`src/verilog/dcw_pkg.sv`:
```
// Package for the configuration word decoder: word layouts, register
// offsets, reset values and field codes shared by the decoder modules.
// Assumes the two words come from the nonvolatile store on clk_sys.
package dcw_pkg;

   // ------------------------------------------------------------------
   // Field positions, boot_protect_debug_word
   // ------------------------------------------------------------------
   localparam int W0_CODE_PROTECT = 28;
   localparam int W0_BOOT_WP = 24;
   localparam int W0_PROG_WP_HI = 15;
   localparam int W0_PROG_WP_LO = 10;
   localparam int W0_PAIR_HI = 4;
   localparam int W0_PAIR_LO = 3;
   localparam int W0_BSCAN_EN = 2;
   localparam int W0_MONITOR_HI = 1;
   localparam int W0_MONITOR_LO = 0;
   localparam logic [31:0] W0_RSVD_ONES = 32'h6eff03e0;
   localparam logic [31:0] W0_RSVD_ZERO = 32'h80000000;

   // ------------------------------------------------------------------
   // Field positions, watchdog_clock_config_word
   // ------------------------------------------------------------------
   localparam int W1_WIN_SIZE_HI = 25;
   localparam int W1_WIN_SIZE_LO = 24;
   localparam int W1_WDT_HARD = 23;
   localparam int W1_WIN_OFF = 22;
   localparam int W1_POST_HI = 20;
   localparam int W1_POST_LO = 16;
   localparam int W1_CKSM_HI = 15;
   localparam int W1_CKSM_LO = 14;
   localparam int W1_PBDIV_HI = 13;
   localparam int W1_PBDIV_LO = 12;
   localparam int W1_POSC_HI = 9;
   localparam int W1_POSC_LO = 8;
   localparam int W1_OSC_HI = 2;
   localparam int W1_OSC_LO = 0;
   localparam logic [31:0] W1_RSVD_ONES = 32'hfc200858;

   // ------------------------------------------------------------------
   // Field codes
   // ------------------------------------------------------------------
   localparam logic [5:0] PWP_OFF = 6'h3f;
   localparam logic [5:0] PWP_MAX_STEPS = 6'h20;
   localparam int PWP_STEP_SHIFT = 10;
   localparam logic [4:0] POST_MAX = 5'h14;
   localparam logic [1:0] POSC_DISABLED = 2'h3;
   localparam logic [2:0] OSC_PRIMARY = 3'h2;
   localparam logic [2:0] OSC_PRIMARY_PLL = 3'h3;
   localparam logic [3:0] WIN_EIGHTHS_25 = 4'h2;
   localparam logic [3:0] WIN_EIGHTHS_37 = 4'h3;
   localparam logic [3:0] WIN_EIGHTHS_50 = 4'h4;
   localparam logic [3:0] WIN_EIGHTHS_75 = 4'h6;

   // ------------------------------------------------------------------
   // Register offsets and reset values
   // ------------------------------------------------------------------
   localparam logic [7:0] REG_WORD0 = 8'h00;
   localparam logic [7:0] REG_WORD1 = 8'h04;
   localparam logic [7:0] REG_RUNTIME_CTRL = 8'h08;
   localparam logic [7:0] REG_WDT_CTRL = 8'h0c;
   localparam logic [7:0] REG_STATUS = 8'h10;
   localparam logic [31:0] WORD_RESET = 32'hffffffff;
   localparam logic [31:0] RDATA_RESET = 32'h00000000;

endpackage

```
`src/verilog/dcw_wdt_clk_decode.sv`:
```
// Combinational decode of the watchdog and clock fields of the
// watchdog_clock_config_word. Assumes its input is a held register.
`timescale 1ns/1ps
`default_nettype none
module dcw_wdt_clk_decode
   import dcw_pkg::*;
(
   input wire logic [31:0] word1,
   output logic [3:0] window_eighths,
   output logic windowed,
   output logic [4:0] postscale_shift,
   output logic [3:0] pb_divide_ratio,
   output logic clock_switch_en,
   output logic clock_monitor_en,
   output logic osc_conflict
);

   // ------------------------------------------------------------------
   // Field decode
   // ------------------------------------------------------------------
   logic [4:0] post_code;
   logic [1:0] pb_code;
   logic [1:0] cksm;
   logic [2:0] osc_src;

   // Raw field slices
   assign post_code = word1[W1_POST_HI:W1_POST_LO];
   assign pb_code = word1[W1_PBDIV_HI:W1_PBDIV_LO];
   assign cksm = word1[W1_CKSM_HI:W1_CKSM_LO];
   assign osc_src = word1[W1_OSC_HI:W1_OSC_LO];

   // Open window in eighths of the period
   always_comb begin
      case (word1[W1_WIN_SIZE_HI:W1_WIN_SIZE_LO])
         2'h3: window_eighths = WIN_EIGHTHS_25;
         2'h2: window_eighths = WIN_EIGHTHS_37;
         2'h1: window_eighths = WIN_EIGHTHS_50;
         default: window_eighths = WIN_EIGHTHS_75;
      endcase
   end

   // Window mode, postscale clamp, bus divisor, clock switching
   assign windowed = ~word1[W1_WIN_OFF];
   assign postscale_shift = (post_code > POST_MAX) ? POST_MAX : post_code;
   assign pb_divide_ratio = 4'h1 << pb_code;
   assign clock_switch_en = ~cksm[1];
   assign clock_monitor_en = (cksm == 2'h0);
   // Flags a forbidden pairing so software can see it
   assign osc_conflict = (word1[W1_POSC_HI:W1_POSC_LO] == POSC_DISABLED)
      && ((osc_src == OSC_PRIMARY) || (osc_src == OSC_PRIMARY_PLL));

endmodule
`default_nettype wire

```
`src/verilog/dcw_config_decode.sv`:
```
// Device configuration word decoder: captures both nonvolatile words
// once per reset, decodes protection, debug, watchdog and clock settings
// and offers a small software register port.
// Assumes nv_word0/nv_word1 are stable outputs of the store on clk_sys.
//
// Local design decisions: the register addresses and the address-and-strobe port.
`timescale 1ns/1ps
`default_nettype none
module dcw_config_decode
   import dcw_pkg::*;
(
   input wire logic clk_sys,
   input wire logic rst_n,
   input wire logic [31:0] nv_word0,
   input wire logic [31:0] nv_word1,
   input wire logic [7:0] reg_addr,
   input wire logic [31:0] reg_wdata,
   input wire logic reg_wr,
   input wire logic reg_rd,
   output logic [31:0] reg_rdata,
   input wire logic ext_read_req,
   output logic ext_read_grant,
   input wire logic flash_write_req,
   input wire logic flash_write_boot,
   input wire logic [15:0] flash_write_addr,
   output logic flash_write_grant,
   output logic config_valid,
   output logic ext_prog_block,
   output logic boot_write_block,
   output logic prog_protect_active,
   output logic [15:0] prog_protect_limit,
   output logic [1:0] debug_pair_index,
   output logic jtag_port_enable,
   output logic debugger_enable,
   output logic [3:0] wdt_window_eighths,
   output logic wdt_run,
   output logic wdt_windowed,
   output logic [4:0] wdt_postscale_shift,
   output logic [3:0] pb_divide_ratio,
   output logic clock_switch_en,
   output logic clock_monitor_en
);

   // ------------------------------------------------------------------
   // State
   // ------------------------------------------------------------------
   typedef struct packed {
      logic loaded;
      logic [31:0] word0;
      logic [31:0] word1;
      logic jtag_rt;
      logic wdt_sw_en;
      logic [31:0] rdata;
      logic ext_block;
      logic boot_block;
      logic prog_active;
      logic [15:0] prog_limit;
      logic [1:0] pair_index;
      logic debug_en;
      logic [3:0] win_eighths;
      logic windowed;
      logic [4:0] post_shift;
      logic [3:0] pb_ratio;
      logic clk_sw_en;
      logic clk_mon_en;
      logic osc_conflict;
   } dcw_state_type;

   dcw_state_type state_reg;
   dcw_state_type state_next;

   // ------------------------------------------------------------------
   // Watchdog and clock field decode of the next word
   // ------------------------------------------------------------------
   logic [3:0] dec_win_eighths;
   logic dec_windowed;
   logic [4:0] dec_post_shift;
   logic [3:0] dec_pb_ratio;
   logic dec_clk_sw_en;
   logic dec_clk_mon_en;
   logic dec_osc_conflict;
   logic [31:0] next_word0;
   logic [31:0] next_word1;

   // Words the next state will hold; taken from the flops, not the next state, so the decode has no loop
   assign next_word0 = state_reg.loaded ? state_reg.word0 : nv_word0;
   assign next_word1 = state_reg.loaded ? state_reg.word1 : nv_word1;

   dcw_wdt_clk_decode u_wdt_clk_decode (
      .word1(next_word1),
      .window_eighths(dec_win_eighths),
      .windowed(dec_windowed),
      .postscale_shift(dec_post_shift),
      .pb_divide_ratio(dec_pb_ratio),
      .clock_switch_en(dec_clk_sw_en),
      .clock_monitor_en(dec_clk_mon_en),
      .osc_conflict(dec_osc_conflict)
   );

   // ------------------------------------------------------------------
   // Next state
   // ------------------------------------------------------------------
   logic [5:0] pwp_code;
   logic [5:0] pwp_steps;
   logic code_prot;
   logic rsvd_bad;
   logic [31:0] status_word;

   // Protection fields of the next word0
   assign pwp_code = next_word0[W0_PROG_WP_HI:W0_PROG_WP_LO];
   assign code_prot = ~next_word0[W0_CODE_PROTECT];

   // Reserved pattern check, visible in the status register only
   assign rsvd_bad = ((state_reg.word0 & W0_RSVD_ONES) != W0_RSVD_ONES)
      || ((state_reg.word0 & W0_RSVD_ZERO) != 32'h00000000)
      || ((state_reg.word1 & W1_RSVD_ONES) != W1_RSVD_ONES);

   // Status layout: bit0 loaded, bit1 reserved mismatch, bit2 osc conflict
   assign status_word = {29'h00000000, state_reg.osc_conflict, rsvd_bad, state_reg.loaded};

   always_comb begin
      state_next = state_reg;
      // Capture once, the first cycle after reset release; held afterwards
      if (!state_reg.loaded) begin
         state_next.loaded = 1'b1;
         state_next.word0 = nv_word0;
         state_next.word1 = nv_word1;
         state_next.jtag_rt = nv_word0[W0_BSCAN_EN];
         state_next.wdt_sw_en = 1'b0;
      end
      // Software writes; hard enable pins the watchdog on
      if (reg_wr && state_reg.loaded) begin
         case (reg_addr)
            REG_RUNTIME_CTRL: begin
               state_next.jtag_rt = reg_wdata[0];
            end
            REG_WDT_CTRL: begin
               state_next.wdt_sw_en = reg_wdata[0];
            end
            default: begin
               state_next.jtag_rt = state_reg.jtag_rt;
            end
         endcase
      end
      if (state_next.word1[W1_WDT_HARD] && state_next.loaded) begin
         state_next.wdt_sw_en = 1'b1;
      end
      // Read data stands only the cycle after the strobe
      state_next.rdata = RDATA_RESET;
      if (reg_rd) begin
         case (reg_addr)
            REG_WORD0: state_next.rdata = state_reg.word0;
            REG_WORD1: state_next.rdata = state_reg.word1;
            REG_RUNTIME_CTRL: state_next.rdata = {31'h00000000, state_reg.jtag_rt};
            REG_WDT_CTRL: state_next.rdata = {31'h00000000, state_reg.wdt_sw_en};
            REG_STATUS: state_next.rdata = status_word;
            default: state_next.rdata = RDATA_RESET;
         endcase
      end
      // Protection decode, held in flops beside the words
      state_next.ext_block = code_prot;
      state_next.boot_block = ~state_next.word0[W0_BOOT_WP];
      state_next.prog_active = (pwp_code != PWP_OFF);
      pwp_steps = PWP_OFF - pwp_code;
      // Codes below the last listed one keep the largest boundary
      if (pwp_steps > PWP_MAX_STEPS) begin
         pwp_steps = PWP_MAX_STEPS;
      end
      state_next.prog_limit = {pwp_steps, 10'h000};
      state_next.pair_index = ~state_next.word0[W0_PAIR_HI:W0_PAIR_LO];
      // Protected parts see the monitor field as all ones
      state_next.debug_en = ~state_next.word0[W0_MONITOR_HI] && !code_prot;
      state_next.win_eighths = dec_win_eighths;
      state_next.windowed = dec_windowed;
      state_next.post_shift = dec_post_shift;
      state_next.pb_ratio = dec_pb_ratio;
      state_next.clk_sw_en = dec_clk_sw_en;
      state_next.clk_mon_en = dec_clk_mon_en;
      state_next.osc_conflict = dec_osc_conflict;
      // Until loaded the external block and the debugger enable read as their safest values
      if (!state_next.loaded) begin
         state_next.ext_block = 1'b1;
         state_next.debug_en = 1'b0;
      end
   end

   // ------------------------------------------------------------------
   // State register
   // ------------------------------------------------------------------
   // Reset leaves everything locked down until the words are captured
   always_ff @(posedge clk_sys) begin
      if (!rst_n) begin
         state_reg <= '0;
         state_reg.word0 <= WORD_RESET;
         state_reg.word1 <= WORD_RESET;
         state_reg.ext_block <= 1'b1;
         state_reg.boot_block <= 1'b1;
         state_reg.rdata <= RDATA_RESET;
      end else begin
         state_reg <= state_next;
      end
   end

   // ------------------------------------------------------------------
   // Outputs
   // ------------------------------------------------------------------
   // Access gates are combinational handshakes on registered settings
   assign ext_read_grant = ext_read_req && !state_reg.ext_block;
   assign flash_write_grant = flash_write_req && state_reg.loaded
      && !(flash_write_boot && state_reg.boot_block)
      && !(!flash_write_boot && state_reg.prog_active
      && (flash_write_addr < state_reg.prog_limit));

   assign reg_rdata = state_reg.rdata;
   assign config_valid = state_reg.loaded;
   assign ext_prog_block = state_reg.ext_block;
   assign boot_write_block = state_reg.boot_block;
   assign prog_protect_active = state_reg.prog_active;
   assign prog_protect_limit = state_reg.prog_limit;
   assign debug_pair_index = state_reg.pair_index;
   assign jtag_port_enable = state_reg.jtag_rt;
   assign debugger_enable = state_reg.debug_en;
   assign wdt_window_eighths = state_reg.win_eighths;
   assign wdt_run = state_reg.wdt_sw_en;
   assign wdt_windowed = state_reg.windowed;
   assign wdt_postscale_shift = state_reg.post_shift;
   assign pb_divide_ratio = state_reg.pb_ratio;
   assign clock_switch_en = state_reg.clk_sw_en;
   assign clock_monitor_en = state_reg.clk_mon_en;
endmodule
`default_nettype wire

```
`config.mk`:
```
export PLATFORM = sky130hd
export DESIGN_NAME = dcw_config_decode
export DESIGN_NICKNAME = d
export VERILOG_FILES = /design/src/verilog/dcw_pkg.sv /design/src/verilog/dcw_wdt_clk_decode.sv /design/src/verilog/dcw_config_decode.sv
export SDC_FILE = /design/constraint.sdc
export NUM_CORES = 1
export LEC_CHECK = 0
export ABC_AREA = 1
export BUFFER_PORTS_ARGS = -buffer_cell sky130_fd_sc_hd__buf_2
export CORE_MARGIN = 2
export CORE_UTILIZATION = 50
export DETAILED_ROUTE_END_ITERATION = 8
export MAX_ROUTING_LAYER = met4
export PLACE_DENSITY_LB_ADDON = 0.25
export REMOVE_ABC_BUFFERS = 1
export SLEW_MARGIN = 20
export SYNTH_ARGS = -nofsm -noshare
export SYNTH_HDL_FRONTEND = slang
export SYNTH_HIERARCHICAL = 1
export SYNTH_SLANG_ARGS = --single-unit
```
`constraint.sdc`:
```
create_clock -name clk_sys -period 2.7 [get_ports clk_sys]
set_input_delay 0.27 -clock clk_sys [delete_from_list [all_inputs] [get_ports clk_sys]]
set_output_delay 0.27 -clock clk_sys [all_outputs]
set_load 0.02 [all_outputs]
```
# Word level (Yosys, flattened, before mapping)
# Cells that the tools add are included.
dict set report word_totals {
  ff_bits 138
  output_inout_bits 75
  inputBits 127
}
dict set report classes {
  n_mux 11
  reduce_logical 24
  shifts 1
  order_cmp 3
  n_bitwise 7
  n_eq_ne 14
  addsub 1
}
# operator n
set ops {}
lappend ops {{one-hot mux 32 bit (5 select lines)} 1}
lappend ops {{two-way mux 59 bit} 1}
lappend ops {{two-way mux 29 bit} 1}
lappend ops {{two-way mux 26 bit} 1}
lappend ops {{!= test 18 bit, second input constant} 1}
lappend ops {{== test 8 x 4 -> 1 bit, second input constant} 2}
lappend ops {{< comparator 16 bit} 1}
lappend ops {{!= test 11 bit, second input constant} 1}
lappend ops {{logical AND 1 bit} 10}
lappend ops {{one-hot mux 3 bit (3 select lines)} 1}
lappend ops {{== test 8 x 3 -> 1 bit, second input constant} 1}
lappend ops {{== test 8 x 5 -> 1 bit, second input constant} 1}
lappend ops {{logical NOT 8 bit} 1}
lappend ops {{== test 2 bit, second input constant} 3}
lappend ops {{== test 3 x 2 -> 1 bit, second input constant} 2}
lappend ops {{greater-than comparator 6 bit, second input constant} 1}
lappend ops {{two-way mux 6 bit} 1}
lappend ops {{!= test 6 bit, second input constant} 1}
lappend ops {{inverter 1 bit} 6}
lappend ops {{subtractor 6 bit, first input constant} 1}
lappend ops {{greater-than comparator 5 bit, second input constant} 1}
lappend ops {{two-way mux 5 bit} 1}
lappend ops {{logical NOT 1 bit} 4}
lappend ops {{AND reduction 2 bit} 2}
lappend ops {{11 further kinds} 15}

# Depth between registers and ports, before layout
# Gate-level depths: netlist (run 1).
dict set report logic_depth {
  depth_word 5
  ltp_mapped 13
}

# Cells and area by module
# Netlist (run 1), hierarchy kept.
# module instances area_per_inst_um2 cells_each
set modules_own_cells {}
lappend modules_own_cells {dcw_config_decode 1 5306.3 695}
lappend modules_own_cells {dcw_wdt_clk_decode 1 138.9 31}

# Least setup slack after synthesis (run 1)
# Ideal clock, no wire load.
dict set report synth_path {
  path_kind {register to register}
  startpoint {register state_reg (netlist bit config_valid)}
  endpoint {register state_reg (netlist bit wdt_postscale_shift[0])}
  n_path_buf 3
  setup_slack_ns 0.970
  arrival_ns 1.673
  setup_ns 0.057
  period_less_slack_ns 1.730
  path_stages_with_launch 11
  path_cell_list {dfxtp_1 -> inv_1 -> buf_4 -> buf_2 -> buf_2 -> nand2_1 -> nand2_1 -> o21a_1 -> a21oi_1 -> nand2_1 -> inv_1}
}
dict set report synth_via {
  elab_chain_len 3
}
# element line_no
set synth_rtl {}
lappend synth_rtl {{start: declaration} dcw_config_decode.sv:69} ;# dcw_state_type state_reg;
lappend synth_rtl {{start signal: assignment} dcw_config_decode.sv:200} ;# state_reg <= state_next;
lappend synth_rtl {{two-way mux 26 bit} dcw_config_decode.sv:87} ;# assign next_word1 = state_reg.loaded ? state_reg.word1 : nv_word1;
lappend synth_rtl {{net next_word1[19]} dcw_config_decode.sv:83} ;# logic [31:0] next_word1;
lappend synth_rtl {{greater-than comparator 5 bit} dcw_wdt_clk_decode.sv:44} ;# assign postscale_shift = (post_code > POST_MAX) ? POST_MAX : post_code;
lappend synth_rtl {{OR reduction 2 bit (no line)} -}
# The timed path passes the listed nets, and every way through them passes these cells.
# A chain may end at the register's enable or synchronous reset.

# Worst setup path after layout (run 1)
dict set report layout_path {
  startpoint {register state_reg (netlist bit config_valid)}
  endpoint {output flash_write_grant}
}
dict set report layout_via {
  elab_chain_len 3
}
# element line_no
set layout_rtl {}
lappend layout_rtl {{logical AND 1 bit} dcw_config_decode.sv:209} ;# assign flash_write_grant = flash_write_req && state_reg.loaded
lappend layout_rtl {{logical AND 1 bit} dcw_config_decode.sv:210} ;# && !(flash_write_boot && state_reg.boot_block)
lappend layout_rtl {{logical AND 1 bit} dcw_config_decode.sv:211} ;# && !(!flash_write_boot && state_reg.prog_active
lappend layout_rtl {{end: declaration} dcw_config_decode.sv:26} ;# output logic flash_write_grant,
# Every way passes these cells.

==> results.sh, run 1 <==
export IMPL_cts_max_level=4
export IMPL_drt_iter0_drc=287
export IMPL_root_buffer="clkbuf_8"
export IMPL_pwr_share_comb_pct=10.7
export IMPL_cp_arrival_ns=1.92
export IMPL_mostFrequentLayoutCells="nand2_1, buf_2, dfxtp_1"
export IMPL_clk_latency_ns=0.51
export IMPL_grt_pass1_wl_um=21700
export IMPL_post_route_cell_area_um2=6930
export IMPL_setup_tns_ns=0
export IMPL_pwr_share_seq_pct=42.5
export IMPL_cts_buffers=17
export IMPL_drive_gt1_share_pct=24.0
export IMPL_layout_nets=989
export IMPL_boundaryPins=202
export IMPL_yosys_warnings=6
export IMPL_slowest_delay_ns=0.56
export IMPL_clk_pin_slew_ns=0.06
export IMPL_vias_per_cell=4.86
export IMPL_path_common_cell="nand2_1"
export IMPL_worstPathCellList="buf_4 > nand2_1 > a21oi_1 > nand2_1 > inv_1 > buf_2"
export IMPL_cap_viol_max_count=0
export IMPL_vias=4889
export IMPL_startpoint_type="flip-flop"
export IMPL_relSlewSlack_pct=49.9
export IMPL_path_max_fanout=69
export IMPL_place_area_um2=5760
export IMPL_initial_core_util_pct=51.7
export IMPL_cts_tree="built"
export IMPL_cts_setup_buffers=0
export IMPL_cts_resized=0
export IMPL_place_congestion=0.863
export IMPL_status="finished clean"
export IMPL_slowest_stage="buf_4"
export IMPL_drtAntennaViolNets=0
export IMPL_criticalPathCategory="flip-flop to primary output"
export IMPL_setup_viol=0
export IMPL_rows=37
export IMPL_intPower_w=0.00363
export IMPL_hpwl_um=8070
export IMPL_multi_input_area_um2=2000
export IMPL_antenna_found_initial=0
export IMPL_core_area_um2=10400
export IMPL_hold_violations=0
export IMPL_hp_class="input port to flip-flop"
export IMPL_die_width_um=108
export IMPL_rsz0062_at_grt="false"
export IMPL_endpoint_kind="primary output"
export IMPL_largest_register_ffs=65
export IMPL_clock_sinks=128
export IMPL_fmax_mhz=457
export IMPL_post_drt_wl_per_cell_um=13.1
export IMPL_p_switching_w=0.00118
export IMPL_finClkSkew_ns=0.00768
export IMPL_ir_drop_mv=0.379
export IMPL_die_h_um=108
export IMPL_die_area_um2=11600
export IMPL_p_sw_share_pct=24.5
export IMPL_syn_area_um2=5390
export IMPL_antenna_cells=0
export IMPL_power_frac_clock_pct=46.8
export IMPL_grt_max_degree=70
export IMPL_drc=0
export IMPL_grt_util_all_layers_pct=24.2
export IMPL_maxSlewViolCount=0
export IMPL_tightest_slew_ns=0.752
export IMPL_port_buffers=150
export IMPL_grt_pass1_vias=4898
export IMPL_powerDensity_nw_per_um2=694
export IMPL_layout_area_seq_um2=2560
export IMPL_area_delta_synth_final_pct=28.6
export IMPL_fillers=871
export IMPL_layout_commonest_cell="nand2_1"
export IMPL_p_leak_nw=3.61
export IMPL_gr_total_overflow=0
export IMPL_final_util_pct=66.5
export IMPL_synthCells=711
export IMPL_clockBufferDepth=2
export IMPL_min_period_ns=2.19
export IMPL_avgSynthCellArea_um2=7.58
export IMPL_finalPower_w=0.00481
export IMPL_required_ns=2.43
export IMPL_dr_pass1_iters=5
export IMPL_period_share_pct=81.1
export IMPL_drt_wl_total_um=13200
[area by class of cell]
class	instances	share of cell area [%]
Timing Repair Buffer	215	19.9
Inverter	59	3.20
Clock inverter	14	2.40
Tap cell	136	2.46
Multi-Input combinational cell	436	28.8
Sequential cell	128	37.0
Clock buffer	18	6.18
[timing repair]
action / 4_1_cts / 5_1_grt
hold endpoints to repair: 57 / 0
hold buffers: 57 / 0
endpoints found under the setup margin: 0 / 0
[per-stage QoR]
stage / setup WS (ns) / hold WS, ns / cells
detailed placement: 0.955 / 0.457 / 917
CTS: 0.476 / 0.0163 / 1006
global route: 0.356 / 0.0234 / 1006
global placement: 0.973 / 0.455 / 917
floorplan: -0.766 / 0.298 / 623
finish: 0.511 / 0.0377 / 1006
[worst max-delay path, delay by kind of cell, from the launching register on]
family,cells,cell delay [ns]
AO/OA/AOI/OAI,1,0.14
buffers and inverters,3,0.75
flip-flops,1,0.33
AND/OR/NAND/NOR,2,0.16
[power groups by stage]
stage	clock, W	sequential, W	combinational [W]
floorplan	0	0.00212	0.000225
global placement	0	0.00208	0.000434
detailed placement	0	0.00208	0.000445
CTS	0.00228	0.00204	0.000510
global route	0.00238	0.00205	0.000576
finish	0.00225	0.00204	0.000514
[per-layer routing]
layer	share of wire (%)	wire [um]	vias to the layer above	track usage (%)
li1	-	-	2445	-
met1	42	5620	2239	28.3
met2	50	6600	192	40.8
met3	6.5	855	13	5.81
met4	1.1	145	0	8.15
met5	0	0	-	-
[final timing paths]
check	startpoint	end	slack, ns	cells after the start
worst max-delay path	config_valid	flash_write_grant	0.51	6
worst min-delay path	nv_word0[12]	state_reg[117]	0.04	3
worst max register to register	config_valid	wdt_postscale_shift[0]	0.87	9
worst min register to register	state_reg[83]	state_reg[83]	0.48	2
Note: power is estimated with default switching activity, not from simulation.
==> inputs of run 2 (changes only) <==
- CORE_UTILIZATION: 50 -> 49
- clock period: 2.7 -> 2.19 ns (I/O delays scaled with it)
==> results.sh, run 2 (synthesis gave the netlist of run 1 again) <==
export IMPL_hpwl_um=8380
export IMPL_setup_viol=0
export IMPL_grt_util_all_layers_pct=23.4
export IMPL_fmax_mhz=478
export IMPL_grt_pass1_wl_um=20900
export IMPL_layout_nets=995
export IMPL_r2r_start="config_valid"
export IMPL_rsz0062_at_grt="false"
export IMPL_final_cells=1015
export IMPL_cts_setup_buffers=0
export IMPL_use_met3_pct=5.44
export IMPL_largest_register_ffs=65
export IMPL_reg2regPathDepth=9
export IMPL_ir_drop_mv=0.474
export IMPL_min_to="prog_protect_limit[15]"
export IMPL_cts_resized=0
export IMPL_cts_max_level=4
export IMPL_grt_met2_usage_pct=39.7
export IMPL_layout_commonest_cell="nand2_1"
export IMPL_path_max_fanout=51
export IMPL_port_buffers=150
export IMPL_regToRegEndpoint="prog_protect_limit[13]"
export IMPL_status="finished clean"
export IMPL_maxSlewViolCount=0
export IMPL_hold_path_startpoint="nv_word0[15]"
export IMPL_min_period_ns=2.09
export IMPL_place_congestion=0.862
export IMPL_core_area_um2=10800
export IMPL_drt_iter0_drc=282
export IMPL_fillers=934
export IMPL_hold_violations=0
export IMPL_relSlewSlack_pct=35.9
export IMPL_hp_class="input port to flip-flop"
export IMPL_die_width_um=109
export IMPL_grt_max_degree=52
export IMPL_die_h_um=109
export IMPL_area_delta_synth_final_pct=29.6
export IMPL_mostFrequentLayoutCells="nand2_1, buf_2, dfxtp_1"
export IMPL_post_drt_wl_per_cell_um=13.1
export IMPL_clock_sinks=128
export IMPL_dr_pass1_iters=7
export IMPL_clk_latency_ns=0.51
export IMPL_clockBufferDepth=2
export IMPL_final_util_pct=64.7
export IMPL_startpoint_type="flip-flop"
export IMPL_cap_viol_max_count=0
export IMPL_use_met1_pct=26.3
export IMPL_antenna_cells=0
export IMPL_initial_core_util_pct=49.9
export IMPL_die_area_um2=11900
export IMPL_dp_cells=923
export IMPL_period_share_pct=95.5
export IMPL_grt_busiest_layer="met2"
export IMPL_r2r_slack_ns=0.53
export IMPL_endpoint_kind="primary output"
export IMPL_place_area_um2=5800
export IMPL_postCtsHoldBufs=61
export IMPL_criticalPathCategory="flip-flop to primary output"
export IMPL_cts_buffers=17
export IMPL_cts_tree="built"
export IMPL_antenna_found_initial=0
export IMPL_tightest_slew_ns=0.958
export IMPL_finClkSkew_ns=0.00541
export IMPL_drt_wl_total_um=13300
export IMPL_p_leak_nw=3.65
export IMPL_vias=4909
export IMPL_startpoint="config_valid"
export IMPL_setup_tns_ns=0
export IMPL_drtAntennaViolNets=0
export IMPL_rows=38
export IMPL_grt_pass1_vias=4597
export IMPL_vias_per_cell=4.84
export IMPL_post_route_cell_area_um2=6990
export IMPL_root_buffer="clkbuf_8"
export IMPL_drc=0
export IMPL_powerDensity_nw_per_um2=849
export IMPL_gr_total_overflow=0
export IMPL_cp_arrival_ns=1.87
export IMPL_min_path_cells=4
export IMPL_required_ns=1.97
export IMPL_boundaryPins=202
export IMPL_drive_gt1_share_pct=23.4
export IMPL_clk_pin_slew_ns=0.05
run 2: changes by cell type in the layout (fill, tap and decap cells not counted), sizes merged:
cell         change
buf              +2
dlygate4sd3      +4
clkbuf           +7
clkinvlp         -4
clkinv           -4
run 2: worst max path at each step:
stage                     cells past startpoint                      to  slack [ns]
after floorplan                               8  wdt_postscale_shift[2]       -1.28
after global placement                        8           reg_rdata[24]        0.43
after detailed placement                      8            reg_rdata[6]        0.36
after CTS                                     3            config_valid        0.09
after global routing                          3            config_valid        0.02
final                                         3            config_valid         0.1
run 2: power breakdown:
group / switching (W) / leakage, nW / internal (W) / total, W
sequential: 0.0000659 / 1.06 / 0.00245 / 0.00252
combinational: 0.000368 / 2.30 / 0.000279 / 0.000647
clock: 0.000950 / 0.286 / 0.00181 / 0.00276
total: 0.00138 / 3.65 / 0.00455 / 0.00593
run 2: routing by layer:
metal,wire [um],vias to the layer above
met5,0,-
met4,264,0
met3,681,36
met2,6740,175
met1,5630,2242
li1,-,2456
run 2: cell type report:
| class | count | area [um2] | share of cell area [%] |
|---|---|---|---|
| clock buffer | 25 | 474 | 6.79 |
| clock inverter | 6 | 105 | 1.50 |
| sequential | 128 | 2560 | 36.7 |
| timing repair buffer | 221 | 1450 | 20.7 |
| tap | 140 | 175 | 2.51 |
| inverter | 59 | 221 | 3.17 |
| multi-input combinational | 436 | 2000 | 28.6 |
run 2: stage by stage:
step	power (W)	hold slack (ns)	setup slack [ns]
finish	0.00593	0.0280	0.0987
global route	0.00616	0.0322	0.0178
CTS	0.00598	0.00735	0.0940
detailed placement	0.00312	0.423	0.356
global placement	0.00311	0.418	0.431
floorplan	0.00289	0.247	-1.28
run 2: critical path, cell delays in order, from the launching register on:
cell and delay, ns:
dfxtp_2 0.33, buf_4 0.47, buf_4 0.34, buf_2 0.20
==> inputs of run 3 (changes only) <==
==> constraint.sdc (replaced) <==
create_clock -name clk_sys -period 2.19 [get_ports clk_sys]
set_input_delay 0.1095 -clock clk_sys [delete_from_list [all_inputs] [get_ports clk_sys]]
set_output_delay 0.1095 -clock clk_sys [all_outputs]
set_load 0.02 [all_outputs]
==> results.sh, run 3 (synthesis gave the netlist of run 1 again) <==
export IMPL_status="finished clean"
export IMPL_cts_max_level=4
export IMPL_cap_viol_max_count=0
export IMPL_root_buffer="clkbuf_8"
export IMPL_setup_viol=0
export IMPL_die_width_um=109
export IMPL_dr_pass1_iters=8
export IMPL_tightest_slew_ns=0.540
export IMPL_drtAntennaViolNets=0
export IMPL_gr_total_overflow=0
export IMPL_die_h_um=109
export IMPL_ir_drop_mv=0.597
export IMPL_path_max_fanout=2
export IMPL_drc=0
export IMPL_die_area_um2=11900
export IMPL_clk_latency_ns=0.51
export IMPL_port_buffers=150
export IMPL_vias_per_cell=4.77
export IMPL_antenna_found_initial=0
export IMPL_grt_pass1_vias=4622
export IMPL_post_drt_wl_per_cell_um=13.1
export IMPL_initial_core_util_pct=49.9
export IMPL_grt_max_degree=70
export IMPL_reg2regPathDepth=8
export IMPL_hpwl_um=8170
export IMPL_layout_nets=1002
export IMPL_cts_tree="built"
export IMPL_final_cells=1023
export IMPL_cts_buffers=17
export IMPL_finClkSkew_ns=0.00755
export IMPL_grt_util_all_layers_pct=23.5
export IMPL_criticalPathCategory="flip-flop to primary output"
export IMPL_clock_sinks=128
export IMPL_rsz0062_at_grt="false"
export IMPL_mostFrequentLayoutCells="nand2_1, buf_2, dfxtp_1"
export IMPL_clockBufferDepth=2
export IMPL_p_leak_nw=3.68
export IMPL_finalPower_w=0.00600
export IMPL_core_area_um2=10800
export IMPL_cp_arrival_ns=1.85
export IMPL_drive_gt1_share_pct=23.6
export IMPL_dp_cells=922
export IMPL_powerDensity_nw_per_um2=845
export IMPL_period_share_pct=89.5
export IMPL_drt_wl_total_um=13400
export IMPL_required_ns=2.08
export IMPL_vias=4875
export IMPL_place_congestion=0.882
export IMPL_finalWorstSetupSlack_ns=0.230
export IMPL_relSlewSlack_pct=63.9
export IMPL_min_path_cells=2
export IMPL_area_delta_synth_final_pct=31.8
export IMPL_setup_tns_ns=0
export IMPL_fillers=909
export IMPL_hp_class="input port to flip-flop"
export IMPL_antenna_cells=0
export IMPL_hold_violations=0
export IMPL_fmax_mhz=510
export IMPL_layout_commonest_cell="nand2_1"
export IMPL_boundaryPins=202
export IMPL_startpoint_type="flip-flop"
export IMPL_grt_pass1_wl_um=20900
export IMPL_drt_iter0_drc=230
export IMPL_min_period_ns=1.96
export IMPL_maxSlewViolCount=0
export IMPL_largest_register_ffs=65
export IMPL_cts_resized=0
export IMPL_rows=38
export IMPL_cts_setup_buffers=0
export IMPL_endpoint_kind="primary output"
export IMPL_clk_pin_slew_ns=0.06
export IMPL_post_place_ws_ns=0.562
==> run 3: cell types whose count changed in the layout (fill, tap and decap cells not counted) <==
cell,change
buf_12,+2
buf_4,-3
clkbuf_1,-3
clkinv_2,+1
clkinv_4,+1
clkinvlp_4,+2
dlygate4sd3_1,+8
==> run 3: what timing repair did <==
item / in CTS / in global routing
endpoints found under the setup margin: 0 / 0
hold endpoints to repair: 86 / 0
hold buffers: 69 / 0
==> run 3: metrics by stage <==
| stage | utilization [%] | area (um2) | hold WS [ns] |
|---|---|---|---|
| 6_report | 65.8 | 7100 | 0.0470 |
| 5_1_grt | 65.8 | 7100 | 0.0439 |
| 4_1_cts | 65.8 | 7100 | 0.0351 |
| 3_5_place_dp | 53.9 | 5810 | 0.310 |
| 3_3_place_gp | 53.9 | 5810 | 0.309 |
| 2_1_floorplan | - | 4770 | 0.137 |
==> run 3: metal layers <==
metal	GRT usage [%]	wire length, um	vias up
met2	41.1	6930	180
met3	5.44	733	27
li1	-	-	2456
met4	8.24	233	0
met5	-	0	-
met1	26.2	5520	2212
==> run 3: final timing paths <==
check / startpoint / end / slack [ns]
max: prog_protect_limit[15] / flash_write_grant / 0.23
min: rst_n / config_valid / 0.05
max reg2reg: config_valid / state_reg[0] / 0.57
min reg2reg: state_reg[80] / state_reg[80] / 0.47
==> run 3: worst max-delay path, stage by stage (launching register included) <==
cell and delay, ns:
dfxtp_1 0.35, inv_1 0.05, ha_1 0.29, a21oi_1 0.17, o21a_1 0.14, nand4_1 0.08, nand2_1 0.07, inv_1 0.04
buf_2 0.15
==> run 3: power by group <==
| part | leakage [nW] | internal [W] | total, W | switching [W] |
|---|---|---|---|---|
| sequential | 1.06 | 0.00245 | 0.00252 | 0.0000675 |
| clock | 0.291 | 0.00182 | 0.00282 | 0.00101 |
| combinational | 2.34 | 0.000288 | 0.000655 | 0.000367 |
| total | 3.68 | 0.00456 | 0.00600 | 0.00144 |
==> run 3: cell type report <==
type | count | area, um2 | share of cell area [%]
clock buffer | 22 | 463 | 6.52
sequential | 128 | 2560 | 36.1
multi-input combinational | 436 | 2000 | 28.1
timing repair buffer | 228 | 1550 | 21.8
inverter | 59 | 221 | 3.12
clock inverter | 10 | 134 | 1.89
tap | 140 | 175 | 2.47
